==> src/logic/pirdc_defs.svh <==
// register map, field positions, reset values and timing figures of the detector core
`ifndef PIRDC_DEFS_SVH
`define PIRDC_DEFS_SVH

`define PIRDC_ADDR_W 9
`define PIRDC_ADDR_CFG_A 9'h103
`define PIRDC_ADDR_CFG_B 9'h104
`define PIRDC_ADDR_STATUS 9'h10D

`define PIRDC_CFG_A_RESET 8'h00
`define PIRDC_CFG_B_RESET 8'h00

`define PIRDC_TICK_BIT 7
`define PIRDC_FREQ_HI 6
`define PIRDC_FREQ_LO 3
`define PIRDC_RATE_BIT 2
`define PIRDC_PULSE_BIT 1
`define PIRDC_DUAL_BIT 0
`define PIRDC_LIGHT_HI 7
`define PIRDC_LIGHT_LO 3
`define PIRDC_RANGE_HI 2
`define PIRDC_RANGE_LO 0

`define PIRDC_ST_MOTION 0
`define PIRDC_ST_LIGHT 1
`define PIRDC_ST_SUPPRESS 2
`define PIRDC_ST_POWER 3

`define PIRDC_NORMAL_CYC 256
`define PIRDC_LOW_CYC 5129
`define PIRDC_CLK_KHZ 100000
`define PIRDC_SETTLE_MS 200

`define PIRDC_THR_BASE 12'h020

`endif

==> src/logic/pirdc_pkg.sv <==
// types shared by the detector core
`default_nettype none
package pirdc_pkg;
	typedef enum logic [0:0] {CONV_OFF, CONV_RUN} pirdc_conv_t;
endpackage
`default_nettype wire

==> src/logic/pirdc_engine.sv <==
// configuration, scan control and motion qualification of the infrared detector core
// Function
// - engine polls tick, housekeeps, clears it
// - four-bit frequency response sets low-frequency acceptance
// - smaller frequency response also shortens range
// - normal rate: conversion every 256 clocks
// - low rate: single-shot conversion of 5129 clocks
// - converter powered off between low-rate conversions
// - low rate disables interference immunity
// - rate change suppresses detection up to 200ms
// - pulse bit selects one or two pulses
// - dual bit adds second sensor to scan
// - either sensor raises motion event
// - light threshold sets sensitivity, zero disables
// - light conversions single-ended buffered by engine
// - low power forces light detection off
// - motion flag sticky until application clears
// - range field shortens range as it grows
`timescale 1ns/1ps
`default_nettype none
`include "pirdc_defs.svh"
module pirdc_engine #(
	parameter int LOW_CYCLES = `PIRDC_LOW_CYC,
	parameter int SETTLE_CYCLES = `PIRDC_SETTLE_MS * `PIRDC_CLK_KHZ,
	parameter int SAMPLE_W = 12
) (
	// clock and reset
	input wire logic clk,
	input wire logic reset,
	// register port
	input wire logic [`PIRDC_ADDR_W-1:0] regAddr,
	input wire logic [7:0] regWrData,
	input wire logic regWrEn,
	input wire logic regRdEn,
	output logic [7:0] regRdData,
	// converter side
	input wire logic convStartReq,
	input wire logic lowPowerMode,
	input wire logic [SAMPLE_W-1:0] primarySensorInput,
	input wire logic [SAMPLE_W-1:0] secondSensorInput,
	input wire logic [SAMPLE_W-1:0] lightSenseInput,
	output logic convPowerOn,
	output logic convContinuous,
	output logic convBuffered,
	output logic selPrimary,
	output logic selSecond,
	output logic selLight,
	output logic sampleIrq,
	// engine status
	output logic housekeepingTick,
	output logic emiImmunity,
	output logic motionEvent,
	output logic motionDetected,
	output logic lightChanged
);

	if (LOW_CYCLES <= `PIRDC_NORMAL_CYC || LOW_CYCLES > 8192) $error("bad LOW_CYCLES");
	if (SETTLE_CYCLES < 1 || SETTLE_CYCLES >= (1 << 25)) $error("bad SETTLE_CYCLES");
	if (SAMPLE_W != 12) $error("SAMPLE_W must be 12");

	localparam logic [12:0] NORMAL_LAST = 13'(`PIRDC_NORMAL_CYC - 1);
	localparam logic [12:0] LOW_LAST = 13'(LOW_CYCLES - 1);
	localparam logic [24:0] SETTLE_LOAD = 25'(SETTLE_CYCLES);

	function automatic logic [11:0] absDiff(input logic [11:0] a, input logic [11:0] b);
		absDiff = (a > b) ? 12'(a - b) : 12'(b - a);
	endfunction

	// first-order baseline; a longer shift tracks slower and lets low frequencies through
	function automatic logic [11:0] track(input logic [11:0] base, input logic [11:0] s,
			input logic [2:0] sh);
		logic signed [12:0] diff;
		diff = $signed({1'b0, s}) - $signed({1'b0, base});
		track = 12'($signed({1'b0, base}) + (diff >>> sh));
	endfunction

	logic [7:0] cfgA;
	logic [7:0] cfgB;
	logic hkPulse;
	logic lowRateQ;
	pirdc_pkg::pirdc_conv_t convState;
	logic [12:0] convTimer;
	logic [24:0] suppressCnt;
	logic convLight;
	logic lightPending;
	logic [11:0] baseP;
	logic [11:0] baseS;
	logic [11:0] lightRef;
	logic lightRefValid;
	logic prevExceed;
	logic inPulse;
	logic pulseSeen;

	wire logic lowRate = cfgA[`PIRDC_RATE_BIT];
	wire logic twoPulse = cfgA[`PIRDC_PULSE_BIT];
	wire logic dualMode = cfgA[`PIRDC_DUAL_BIT];
	wire logic [3:0] freqResp = cfgA[`PIRDC_FREQ_HI:`PIRDC_FREQ_LO];
	wire logic [4:0] lightThr = cfgB[`PIRDC_LIGHT_HI:`PIRDC_LIGHT_LO];
	wire logic [2:0] rangeCtl = cfgB[`PIRDC_RANGE_HI:`PIRDC_RANGE_LO];
	wire logic modeChange = lowRate != lowRateQ;
	wire logic suppress = suppressCnt != 25'h0000000;
	wire logic lightOn = lightThr != 5'h00 && !lowPowerMode && !lowRate;
	wire logic wrA = regWrEn && regAddr == `PIRDC_ADDR_CFG_A;
	wire logic wrB = regWrEn && regAddr == `PIRDC_ADDR_CFG_B;
	wire logic wrSt = regWrEn && regAddr == `PIRDC_ADDR_STATUS;
	wire logic [12:0] lastCount = lowRate ? LOW_LAST : NORMAL_LAST;
	wire logic convDone = convState == pirdc_pkg::CONV_RUN && convTimer == lastCount;
	wire logic lowAccept = convState == pirdc_pkg::CONV_OFF && lowRate && convStartReq
		&& !modeChange;
	wire logic nextIsNew = lowAccept || (convDone && !lowRate);
	wire logic motionSample = convDone && !convLight;
	wire logic [2:0] trackShift = 3'({1'b0, freqResp[3:2]}) + 3'h1;
	// threshold grows with range and with a smaller frequency response
	wire logic [11:0] motionThr = `PIRDC_THR_BASE + 12'({rangeCtl, 4'h0})
		+ 12'({~freqResp, 1'b0});
	wire logic exceedP = absDiff(primarySensorInput, baseP) > motionThr;
	wire logic exceedS = dualMode && absDiff(secondSensorInput, baseS) > motionThr;
	wire logic exceed = (exceedP || exceedS) && !suppress;
	wire logic qualified = exceed && (lowRate || prevExceed);
	wire logic pulseEdge = motionSample && qualified && !inPulse;

	// configuration registers; a write carrying the tick wins over the engine clearing it
	always_ff @(posedge clk or posedge reset) begin
		if (reset) begin
			cfgA <= `PIRDC_CFG_A_RESET;
		end else if (wrA) begin
			cfgA <= regWrData;
		end else if (hkPulse) begin
			cfgA[`PIRDC_TICK_BIT] <= 1'b0;
		end
	end

	always_ff @(posedge clk or posedge reset) begin
		if (reset) begin
			cfgB <= `PIRDC_CFG_B_RESET;
		end else if (wrB) begin
			cfgB <= regWrData;
		end
	end

	// tick poll: one pulse per set state of the bit
	always_ff @(posedge clk or posedge reset) begin
		if (reset) begin
			hkPulse <= 1'b0;
		end else begin
			hkPulse <= cfgA[`PIRDC_TICK_BIT] && !hkPulse;
		end
	end

	// registered copies: previous rate bit and the two event pulses
	always_ff @(posedge clk or posedge reset) begin
		if (reset) begin
			lowRateQ <= 1'b0;
			sampleIrq <= 1'b0;
			housekeepingTick <= 1'b0;
		end else begin
			lowRateQ <= lowRate;
			sampleIrq <= convDone;
			housekeepingTick <= hkPulse;
		end
	end

	// converter sequencing
	always_ff @(posedge clk or posedge reset) begin
		if (reset) begin
			convState <= pirdc_pkg::CONV_RUN;
			convTimer <= 13'h0000;
		end else if (modeChange) begin
			convState <= lowRate ? pirdc_pkg::CONV_OFF : pirdc_pkg::CONV_RUN;
			convTimer <= 13'h0000;
		end else begin
			unique case (convState)
				pirdc_pkg::CONV_OFF: begin
					if (lowAccept) begin
						convState <= pirdc_pkg::CONV_RUN;
					end
					convTimer <= 13'h0000;
				end
				pirdc_pkg::CONV_RUN: begin
					if (convDone) begin
						convTimer <= 13'h0000;
						if (lowRate) begin
							convState <= pirdc_pkg::CONV_OFF;
						end
					end else begin
						convTimer <= convTimer + 13'h0001;
					end
				end
			endcase
		end
	end

	// detection hold-off after a scan-rate change
	always_ff @(posedge clk or posedge reset) begin
		if (reset) begin
			suppressCnt <= 25'h0000000;
		end else if (modeChange) begin
			suppressCnt <= SETTLE_LOAD;
		end else if (suppress) begin
			suppressCnt <= suppressCnt - 25'h0000001;
		end
	end

	// light conversions are queued by housekeeping and take the next conversion slot
	always_ff @(posedge clk or posedge reset) begin
		if (reset) begin
			lightPending <= 1'b0;
			convLight <= 1'b0;
		end else begin
			lightPending <= lightOn && ((lightPending && !nextIsNew) || hkPulse);
			if (nextIsNew) begin
				convLight <= lightPending && lightOn;
			end else if (!lightOn) begin
				convLight <= 1'b0;
			end
		end
	end

	always_ff @(posedge clk or posedge reset) begin
		if (reset) begin
			lightRef <= 12'h000;
			lightRefValid <= 1'b0;
			lightChanged <= 1'b0;
		end else begin
			if (convDone && convLight) begin
				lightRef <= lightSenseInput;
				lightRefValid <= 1'b1;
			end
			if (convDone && convLight && lightRefValid
					&& absDiff(lightSenseInput, lightRef) > 12'({lightThr, 4'h0})) begin
				lightChanged <= 1'b1;
			end else if (wrSt && regWrData[`PIRDC_ST_LIGHT]) begin
				lightChanged <= 1'b0;
			end
		end
	end

	// baselines follow the sensors on every motion conversion, the second sensor's only in dual mode
	always_ff @(posedge clk or posedge reset) begin
		if (reset) begin
			baseP <= 12'h800;
			baseS <= 12'h800;
		end else if (motionSample) begin
			baseP <= track(baseP, primarySensorInput, trackShift);
			if (dualMode) begin
				baseS <= track(baseS, secondSensorInput, trackShift);
			end
		end
	end

	// pulse qualification
	always_ff @(posedge clk or posedge reset) begin
		if (reset) begin
			prevExceed <= 1'b0;
			inPulse <= 1'b0;
			pulseSeen <= 1'b0;
			motionEvent <= 1'b0;
		end else begin
			motionEvent <= 1'b0;
			if (motionSample) begin
				prevExceed <= exceed;
				inPulse <= qualified;
			end
			if (pulseEdge) begin
				if (!twoPulse || pulseSeen) begin
					motionEvent <= 1'b1;
					pulseSeen <= 1'b0;
				end else begin
					pulseSeen <= 1'b1;
				end
			end else if (hkPulse || !twoPulse) begin
				pulseSeen <= 1'b0;
			end
		end
	end

	always_ff @(posedge clk or posedge reset) begin
		if (reset) begin
			motionDetected <= 1'b0;
		end else if (motionEvent) begin
			motionDetected <= 1'b1;
		end else if (wrSt && regWrData[`PIRDC_ST_MOTION]) begin
			motionDetected <= 1'b0;
		end
	end

	always_ff @(posedge clk or posedge reset) begin
		if (reset) begin
			regRdData <= 8'h00;
		end else if (regRdEn) begin
			unique case (regAddr)
				`PIRDC_ADDR_CFG_A: regRdData <= cfgA;
				`PIRDC_ADDR_CFG_B: regRdData <= cfgB;
				`PIRDC_ADDR_STATUS: regRdData <= {4'h0, convPowerOn, suppress,
					lightChanged, motionDetected};
				default: regRdData <= 8'h00;
			endcase
		end else begin
			regRdData <= 8'h00;
		end
	end

	assign convPowerOn = convState == pirdc_pkg::CONV_RUN;
	assign convContinuous = !lowRate;
	assign emiImmunity = !lowRate;
	assign selLight = convLight;
	assign convBuffered = convLight;
	assign selPrimary = !convLight;
	assign selSecond = !convLight && dualMode;

	// helper: cycles since the current conversion began
	logic [12:0] sinceStart;
	always_ff @(posedge clk or posedge reset) begin
		if (reset) begin
			sinceStart <= 13'h0000;
		end else if (nextIsNew || modeChange) begin
			sinceStart <= 13'h0000;
		end else begin
			sinceStart <= sinceStart + 13'h0001;
		end
	end

	conv_period_a: assert property (@(posedge clk) disable iff (reset)
		convDone && !$past(modeChange) |-> sinceStart == lastCount)
		else $error("conversion length wrong");
	power_off_a: assert property (@(posedge clk) disable iff (reset)
		convDone && lowRate && !modeChange |=> !convPowerOn)
		else $error("converter not powered off after low-rate conversion");
	emi_off_a: assert property (@(posedge clk) disable iff (reset)
		$rose(lowRate) |-> !emiImmunity ##1 !emiImmunity || !lowRate)
		else $error("immunity active in low rate");
	tick_clear_a: assert property (@(posedge clk) disable iff (reset)
		hkPulse && !wrA |=> !cfgA[`PIRDC_TICK_BIT])
		else $error("tick bit not cleared");
	tick_once_a: assert property (@(posedge clk) disable iff (reset)
		hkPulse |=> !hkPulse)
		else $error("double housekeeping tick");
	hold_off_a: assert property (@(posedge clk) disable iff (reset)
		modeChange |=> suppress [*8])
		else $error("no hold-off after rate change");
	light_off_a: assert property (@(posedge clk) disable iff (reset)
		lowPowerMode |=> !lightPending)
		else $error("light detection active in low power");
	motion_sticky_a: assert property (@(posedge clk) disable iff (reset)
		motionEvent |=> motionDetected)
		else $error("motion flag not set");
	two_pulse_a: assert property (@(posedge clk) disable iff (reset)
		$rose(motionEvent) && $past(twoPulse) |-> $past(pulseSeen))
		else $error("event on first pulse in two-pulse mode");
	light_buf_a: assert property (@(posedge clk) disable iff (reset)
		selLight |-> convBuffered && !selPrimary && !selSecond)
		else $error("light conversion not buffered");

	motion_seen_c: cover property (@(posedge clk) disable iff (reset) motionEvent);
	light_seen_c: cover property (@(posedge clk) disable iff (reset) $rose(lightChanged));
	low_conv_c: cover property (@(posedge clk) disable iff (reset) convDone && lowRate);

endmodule
`default_nettype wire

==> config.mk <==
export PLATFORM = sky130hd
export DESIGN_NAME = pirdc_engine
export DESIGN_NICKNAME = d
export VERILOG_FILES = /design/src/logic/pirdc_pkg.sv /design/src/logic/pirdc_engine.sv
export VERILOG_INCLUDE_DIRS = /design/src /design/src/logic
export SDC_FILE = /design/constraint.sdc
export NUM_CORES = 1
export LEC_CHECK = 0
export BUFFER_PORTS_ARGS = -buffer_cell sky130_fd_sc_hd__buf_2
export CORE_MARGIN = 8
export CORE_UTILIZATION = 67
export CTS_CLUSTER_DIAMETER = 50
export CTS_CLUSTER_SIZE = 28
export DETAILED_ROUTE_END_ITERATION = 7
export GPL_TIMING_DRIVEN = 0
export PLACE_DENSITY_LB_ADDON = 0.2
export SLEW_MARGIN = 20
export SYNTH_ARGS = -nofsm -noshare
export SYNTH_HDL_FRONTEND = slang
export SYNTH_SLANG_ARGS = --single-unit
==> constraint.sdc <==
create_clock -name clk -period 14.1 [get_ports clk]
set_input_delay 2.115 -clock clk [delete_from_list [all_inputs] [get_ports clk]]
set_output_delay 2.115 -clock clk [all_outputs]
set_load 0.02 [all_outputs]
== After elaboration in Yosys (flattened, before gate mapping) ==
Cells that the tools add are included.
Storage, ports and cells
  flip-flop bits (word level): 112
  input port bits: 59
  output and inout bits: 20
  word-level logic and storage cells: 132
Cells by class
  add/subtract/negate cells: 15
  order comparisons: 6
  equal/unequal tests: 6
  shift-type cells: 2
  muxes and demuxes: 29
  bitwise logic cells: 2
  reductions and logical operators: 49
Operators by type and width (number)
  12-bit subtractor: 6
  25-bit two-way mux: 2
  13-bit two-way mux: 3
  12-bit > comparator: 3
  12-bit by 9-bit > comparator with 1-bit output: 3
  12-bit two-way mux: 3
  9-bit equality test (second input constant): 3
  1-bit logical AND: 26
  13-bit case mux with 2 select lines: 1
  13-bit by 3-bit >>> shifter with 12-bit output: 2
  12-bit by 12-bit subtractor with 13-bit output: 2
  25-bit nonzero test: 1
  25-bit by 1-bit subtractor with 25-bit output (second input constant): 1
  12-bit adder: 2
  8-bit case mux with 3 select lines: 1
  1-bit two-way mux: 17
  13-bit by 1-bit adder with 13-bit output (second input constant): 1
  13-bit equality test: 1
  2-bit nonzero test: 5
  8-bit by 5-bit adder with 9-bit output: 1
  1-bit logical NOT: 9
  6-bit by 7-bit adder with 8-bit output (first input constant): 1
  8-bit two-way mux: 1
  1-bit logical OR: 6
  other kinds (8): 8

== Depth between registers and ports, before layout ==
Gate-level depths: netlist (run 1).
  depth after elaboration: 10
  mapped depth: 23
  depth with buffers taken out: 22

== Least setup slack after synthesis (run 1) ==
No wires, ideal clock.
  path kind: input to register
  start: in primarySensorInput[3]
  end: reg pulseSeen
  data arrival time: 6.368 ns
  data required time: 13.972 ns
  path slack: 7.604 ns
  stages on the path: 22
  path buffers: 2
  path through: inv_1 -> ha_1 -> clkbuf_1 -> o21a_1 -> o31a_1 -> o41a_1 -> a21boi_0 -> o21ai_0 -> clkbuf_1 -> a21oi_1 -> a21oi_1 -> xnor2_1 -> ha_1 -> nor2b_1 -> a221oi_1 -> o22ai_1 -> o22ai_1 -> or4b_1 -> a2111o_1 -> o41ai_1 -> o22ai_1 -> mux2_1
On the way
  longest elaborated chain between the ends: 9
  elaborated cells on any way between the ends: 12
  those cells by class: add/sub (2); order compare (2); mux (2); reduce/logical (6)
Ends and longest elaborated chain
  start: declaration: RTL line pirdc_engine.sv:39  | input wire logic [SAMPLE_W-1:0] primarySensorInput,
  12-bit subtractor / 12-bit > comparator (equally long branches): RTL line pirdc_engine.sv:66  | absDiff = (a > b) ? 12'(a - b) : 12'(b - a);
  12-bit two-way mux (*): RTL line pirdc_engine.sv:66
  12-bit by 9-bit > comparator with 1-bit output (*): RTL line pirdc_engine.sv:116  | wire logic exceedP = absDiff(primarySensorInput, baseP) > motionThr;
  1-bit logical OR (*): RTL line pirdc_engine.sv:118  | wire logic exceed = (exceedP || exceedS) && !suppress;
  1-bit logical AND (*): RTL line pirdc_engine.sv:118
  1-bit logical AND (*): RTL line pirdc_engine.sv:119  | wire logic qualified = exceed && (lowRate || prevExceed);
  1-bit logical AND (*) (2 in series): RTL line pirdc_engine.sv:120  | wire logic pulseEdge = motionSample && qualified && !inPulse;
  1-bit two-way mux / 2-bit nonzero test (equally long branches)
  end signal: assignment: RTL line pirdc_engine.sv:267  | pulseSeen <= 1'b0;
  end signal: assignment: RTL line pirdc_engine.sv:269  | pulseSeen <= 1'b1;
  end signal: assignment: RTL line pirdc_engine.sv:272  | pulseSeen <= 1'b0;
  end: declaration: RTL line pirdc_engine.sv:92  | logic pulseSeen;
Mark *: on every way between the ends. The rest lies on a longest branch, timed or not.
A chain may end at the register's enable or synchronous reset.

== Final worst setup path (run 1) ==
  start: in primarySensorInput[2]
  end: reg pulseSeen
Same word-level chain as after synthesis.

==> run summary, run 1 <==
Yosys Warn Count: 0
Via Count: 9343
Layout cells sized above 1: 12.61%
Die X: 141.3 µm
First-pass GRT wire length: 44.08 mm
Postcts setup bufs: 0
Worst skew pair latency: 370 ps
Vias in the first global route: 9202
Post-DP HPWL: 20.22 mm
R2R cell count: 20
IO Pins: 79
# clock sinks: 112
DRT antenna net count: 0
DRC Markers: 0
Synth top area cells: dfrtp_1 26%, ha_1 14%, xnor2_1 4.8%
Total track usage: 26.89%
CTS tree: done
Post-synth EDFFs: 0
Clock-pin slew on the worst setup and hold paths: 90 ps
Final hold vios: 0
Pin count of the biggest net entering global routing: 82
DP Worst Slack: 6305 ps
Overflow after GRT: 0
Buffers on Ports: 78
Via-to-Cell Ratio: 6.004
Crit Path Class: in -> reg
Psw: 361.5 µW
# hold bufs at CTS: 0
Final period util: 53.88%
Die Area: 19970 µm²
Critical path fanouts, max: 10
Post-CTS sizing: 0
ANT cells: 0
Async set-reset flop share out of synthesis: 100.0%
Post-layout util: 73.86%
Max Buffers Root-to-Sink: 2
Final nets: 1517
Max Clock Skew: 10.85 ps
M1 GR Usage: 33.98%
Comb power frac: 31.7%
PD cells: 85.82 nW/µm²
Top-area cell type share of the netlist area: 25.92%
Hold Crit Class: reg -> reg
Fmax: 0.1316 GHz
Sequential power share: 41.2%
Pins Over Slew Limit: 0
Top FF cell, synth: dfrtp_1
P&R area growth vs syn: 9.475%
Initial DRC Count: 625
Internal power: 627.2 µW
Post-Synthesis Cells: 1245
Post-synth top cells: 121 x inv_1, 115 x ha_1, 109 x dfrtp_1
Post-route setup slack: 6503 ps
Met3 usage: 4.032%
Critical Path AT: 7850 ps
Routed wire length: 26.20 mm
GP Congestion: 0.9200
Worst Path Required: 14350 ps
Pleak: 5.517 nW
Maximum VDD drop: 0.09732 mV
Finish-stage setup viols: 0
H-tree Lvls: 3
Met2 Use GR: 45.54%
Tmin final: 7597 ps
Total CTS buffers: 9
Core box area: 15600 µm²
Post-layout power: 988.8 µW
Slew HR: 36.11%
Setup TNS: 0 ps
Syn nets: 1427
Most Used Layer, Global Route: met2
Startpoint Class: input pin
Largest area contributor in the netlist: dfrtp_1
Post-Syn Area: 10520 µm²
Most frequent cell after synthesis: inv_1
Die height: 141.3 µm
Synth unique cells: 83
Post-detailed-route wirelength per cell: 16.84 µm
Initial antenna violation count: 0
Initial DRT Pass Iterations: 5
Clk network pwr share: 27.1%
Worst hold path depth: 0
FP Rows: 46
Initial Util: 67.47%
Number of synthesized register bits: 112
Status: completed
Switching part of the total: 36.56%
Worst Setup End Kind: flip-flop
RSZ-0062 raised after global routing: no
Sequential fraction of the synthesis area: 26.67%
Max Cap Violations: 0
Measured slew at the worst slew-check pin: 951.1 ps
Avg Synthesized Cell Area: 8.453 µm²
Clk root buf: clkbuf_16
cell type report:
type / instances / area (µm²)
multi-input combinational: 958 / 7047
fill: 1210 / 4076
sequential: 112 / 2806
inverter: 123 / 466.7
timing repair buffer: 79 / 417.9
tap: 216 / 270.3
clock buffer: 10 / 229.0
buffer: 52 / 214.0
clock inverter: 6 / 70.07
power by group through the flow:
stage                     sequential [mW]  combinational [mW]  clock (mW)
final                               0.407               0.314       0.268
after global routing                0.414               0.353       0.283
after CTS                           0.407               0.313       0.269
after detailed placement            0.413               0.308           0
after global placement              0.410               0.296           0
after floorplan                     0.404               0.236           0
flip-flops by register name, summed over array words and instances, names as in the netlist, 8 cells and up:
signal       cells
convTimer       13
regRdData        8
baseS           12
baseP           12
cfgA             8
suppressCnt     25
cfgB             8
lightRef        12
per-stage QoR:
stage | hold slack, ps | cells | cell area [µm²]
final | 379.8 | 1556 | 11520
after global routing | 394.1 | 1556 | 11520
after CTS | 380.4 | 1556 | 11520
after detailed placement | 365.4 | 1540 | 11220
after global placement | 354.2 | 1539 | 11180
after floorplan | 351.9 | 1245 | 10520
cells in the final DEF, fill, tap and decap left out, types with 11 or more instances in the layout:
master / n
nand3_1: 28
o21ai_0: 88
dfrtp_1: 109
nand2b_1: 15
xor2_1: 36
mux2_2: 33
buf_2: 86
a21oi_1: 80
nor3_1: 23
nand4_1: 19
mux2i_1: 32
nor4_1: 11
xnor2_1: 58
a21o_1: 19
nor2_1: 85
clkbuf_1: 39
nor2b_1: 19
or3_1: 13
nand2_1: 96
ha_1: 115
a31oi_1: 12
inv_1: 120
o21bai_1: 12
and3_1: 13
path summary, 6_finish.rpt:
kind	startpoint	endpoint	slack, ps
max in group asynchronous	reset	baseP[11]	11670
max	primarySensorInput[2]	pulseSeen	6500
min in group asynchronous	reset	suppressCnt[6]	1710
max reg2reg	baseP[2]	pulseSeen	7950
min	cfgA[2]	lowRateQ	380
min reg2reg	cfgA[2]	lowRateQ	380
worst max-delay path, stage by stage:
cell and delay (ps):
buf_2 100, inv_1 40, ha_1 270, clkbuf_1 310
o21a_1 200, o31a_1 160, o41a_1 220, a21boi_0 110
o21ai_0 500, clkbuf_1 470, a21oi_1 70, a21oi_1 190
xnor2_1 180, ha_1 300, nor2b_1 160, a221oi_1 290
o22ai_1 130, o22ai_1 330, or3b_1 390, o41ai_1 750
o22ai_1 210, mux2_1 350
logic make-up (layout without fill, tap and decap cells):
kind of cell	after synthesis	in the layout	share of synthesized area (%)
buffers and inverters	175	270	6.420
muxes	73	73	8.108
AOI/OAI and AO/OA	297	297	17.67
xor gates and xnor gates	94	94	7.823
adders and majority gates	123	123	15.19
DFF	112	112	26.67
and+or+nand+nor	371	371	18.12
metal layers:
metal	vias to the layer above	wire [µm]
met3	53	1518
met4	0	740
met1	4444	11280
met5	-	0
met2	288	12670
li1	4558	-
Power figures use the tool's default switching activity.
==> run 2, diff against run 1 <==
--- a/config.mk
+++ b/config.mk
@@ -8,7 +8,7 @@
 export LEC_CHECK = 0
 export BUFFER_PORTS_ARGS = -buffer_cell sky130_fd_sc_hd__buf_2
 export CORE_MARGIN = 8
-export CORE_UTILIZATION = 67
+export CORE_UTILIZATION = 56
 export CTS_CLUSTER_DIAMETER = 50
 export CTS_CLUSTER_SIZE = 28
 export DETAILED_ROUTE_END_ITERATION = 7
==> constraint.sdc (replaced) <==
create_clock -name clk -period 6.75 [get_ports clk]
set_input_delay 1.0125 -clock clk [delete_from_list [all_inputs] [get_ports clk]]
set_output_delay 1.0125 -clock clk [all_outputs]
set_load 0.02 [all_outputs]
==> run summary, run 2 (synthesis gave the netlist of run 1 again) <==
Worst hold path depth: 0 (unchanged)
Critical path fanouts, max: 10 (unchanged)
Max Cap Violations: 0 (unchanged)
# clock sinks: 112 (unchanged)
Postcts setup bufs: 0 (unchanged)
Post-layout util: 62.31% (was 73.86%)
Sequential Area: 2806 µm² (unchanged)
Finish-stage setup viols: 0 (unchanged)
Fmax: 0.1573 GHz
Crit Path Class: in -> reg (unchanged)
Hold_sp: cfgA[2] (unchanged)
Status: completed (unchanged)
RSZ-0062 raised after global routing: no (unchanged)
GP Congestion: 0.8993 (was 0.9200)
Initial antenna violation count: 0 (unchanged)
FP Rows: 50 (was 46)
Total track usage: 22.39% (was 26.89%)
First-pass GRT wire length: 43.93 mm (was 44.08 mm)
Die Area: 23440 µm² (was 19970 µm²)
Post-DP HPWL: 20.37 mm (was 20.22 mm)
Initial DRT Pass Iterations: 5 (unchanged)
Post-Place Cell Area: 11240 µm² (was 11220 µm²)
Biggest regs: suppressCnt (25), convTimer (13) (unchanged)
Total CTS buffers: 9 (unchanged)
Measured slew at the worst slew-check pin: 1021 ps (was 951.1 ps)
DRT antenna net count: 0 (unchanged)
Area of the multi-input gates: 7047 µm² (unchanged)
Die X: 153.1 µm (was 141.3 µm)
H-tree Lvls: 3 (unchanged)
IO Pins: 79 (unchanged)
Initial Util: 56.64% (was 67.47%)
Post-detailed-route wirelength per cell: 16.56 µm (was 16.84 µm)
Largest Register: suppressCnt (unchanged)
Hold Crit Class: reg -> reg (unchanged)
Max reg flops: 25 (unchanged)
Worst Setup End Kind: flip-flop (unchanged)
Pleak: 5.532 nW (was 5.517 nW)
Max Buffers Root-to-Sink: 2 (unchanged)
Clk root buf: clkbuf_16 (unchanged)
DRC Markers: 0 (unchanged)
Pins Over Slew Limit: 0 (unchanged)
Final hold vios: 0 (unchanged)
Critical Path AT: 6610 ps (was 7850 ps)
# hold bufs at CTS: 0 (unchanged)
R2r endpoint: pulseSeen (unchanged)
Via-to-Cell Ratio: 5.812 (was 6.004)
Final Cell Area: 11580 µm² (was 11520 µm²)
Overflow after GRT: 0 (unchanged)
Pin count of the biggest net entering global routing: 58 (was 82)
Layout cells sized above 1: 12.69% (was 12.61%)
Core box area: 18580 µm² (was 15600 µm²)
R2R cell count: 20 (unchanged)
Worst hold margin: 382.8 ps (was 379.8 ps)
Initial DRC Count: 573 (was 625)
Worst skew pair latency: 370 ps (about the same)
Clock-pin slew on the worst setup and hold paths: 90 ps (about the same)
PD cells: 181.1 nW/µm² (was 85.82 nW/µm²)
Startpoint Class: input pin (unchanged)
R2R setup slack: 740 ps (was 7950 ps)
Slew HR: 31.40% (was 36.11%)
Tmin final: 6359 ps
Maximum VDD drop: 0.1367 mV (was 0.09732 mV)
Via Count: 9154 (was 9343)
Post-CTS sizing: 0 (unchanged)
Commonest cells after routing, fill and taps aside: 120 x inv_1, 115 x ha_1, 109 x dfrtp_1, 96 x nand2_1, 88 x o21ai_0 (unchanged)
Final period util: 94.21%
Worst Path Required: 7000 ps (was 14350 ps)
Routed wire length: 26.08 mm (was 26.20 mm)
Die height: 153.1 µm (was 141.3 µm)
P&R area growth vs syn: 10.01% (was 9.475%)
Worst Setup SP: primarySensorInput[2] (unchanged)
Layout fillers: 1665 (was 1210)
Setup TNS: 0 ps (unchanged)
CTS tree: done (unchanged)
Buffers on Ports: 78 (unchanged)
Worst r2r src: baseP[2] (unchanged)
Final nets: 1517 (unchanged)
Hold EP: lowRateQ (unchanged)
Commonest non-fill, non-tap cell in the layout: inv_1 (unchanged)
Max Clock Skew: 15.23 ps (was 10.85 ps)
Vias in the first global route: 9054 (was 9202)
-- run 2: cell types whose count changed in the layout (fill, tap and decap cells not counted), sizes merged --
cell / change
bufinv: +1
clkbuf: -1
diode: +1
-- run 2: layout make-up --
cell class / instances / share of cell area, %
timing repair buffer: 79 / 3.610
inverter: 123 / 4.031
sequential: 112 / 24.24
antenna: 1 / 0.02161
multi-input combinational: 958 / 60.87
clock inverter: 7 / 0.9078
buffer: 52 / 1.848
clock buffer: 9 / 1.945
tap: 234 / 2.529
-- run 2: worst max path at each step --
stage / to / slack, ps / cells after the start
2_1_floorplan: pulseSeen / 1360 / 22
6_report: pulseSeen / 390 / 22
5_1_grt: pulseSeen / 10 / 22
4_1_cts: pulseSeen / 410 / 21
3_5_place_dp: pulseSeen / 100 / 22
3_3_place_gp: pulseSeen / 70 / 22
-- run 2: per-layer routing --
metal | wire length [µm] | up-vias | GRT usage, % | share of wire (%)
met3 | 1272 | 26 | 3.496 | 4.9
li1 | - | 4569 | - | -
met1 | 11960 | 4332 | 28.95 | 46
met4 | 395 | 0 | 5.514 | 1.5
met2 | 12450 | 227 | 38.42 | 48
met5 | 0 | - | 0 | 0
-- run 2: through the flow --
step,power [mW],setup slack (ps),instances
4_1_cts,2.104,408.7,1574
6_report,2.097,390.9,1575
2_1_floorplan,1.338,1357,1245
3_5_place_dp,1.506,95.84,1558
3_3_place_gp,1.481,65.27,1557
5_1_grt,2.230,13.55,1574
-- run 2: report_power, final --
part | switching (mW) | total, mW | internal (mW)
clock | 0.291 | 0.595 | 0.304
combinational | 0.365 | 0.650 | 0.285
sequential | 0.0937 | 0.852 | 0.758
total | 0.749 | 2.10 | 1.35
-- run 2: critical path, cell delays in order --
cell	delay (ps)
buf_2	90
inv_1	40
ha_1	260
clkbuf_1	320
o21a_1	190
o31a_1	160
o41a_1	220
a21boi_0	110
o21ai_0	490
clkbuf_1	430
a21oi_1	80
a21oi_1	180
xnor2_1	200
ha_1	320
nor2b_1	140
a221oi_1	270
o22ai_1	110
o22ai_1	320
or3b_1	380
o41ai_1	740
o22ai_1	210
mux2_1	340
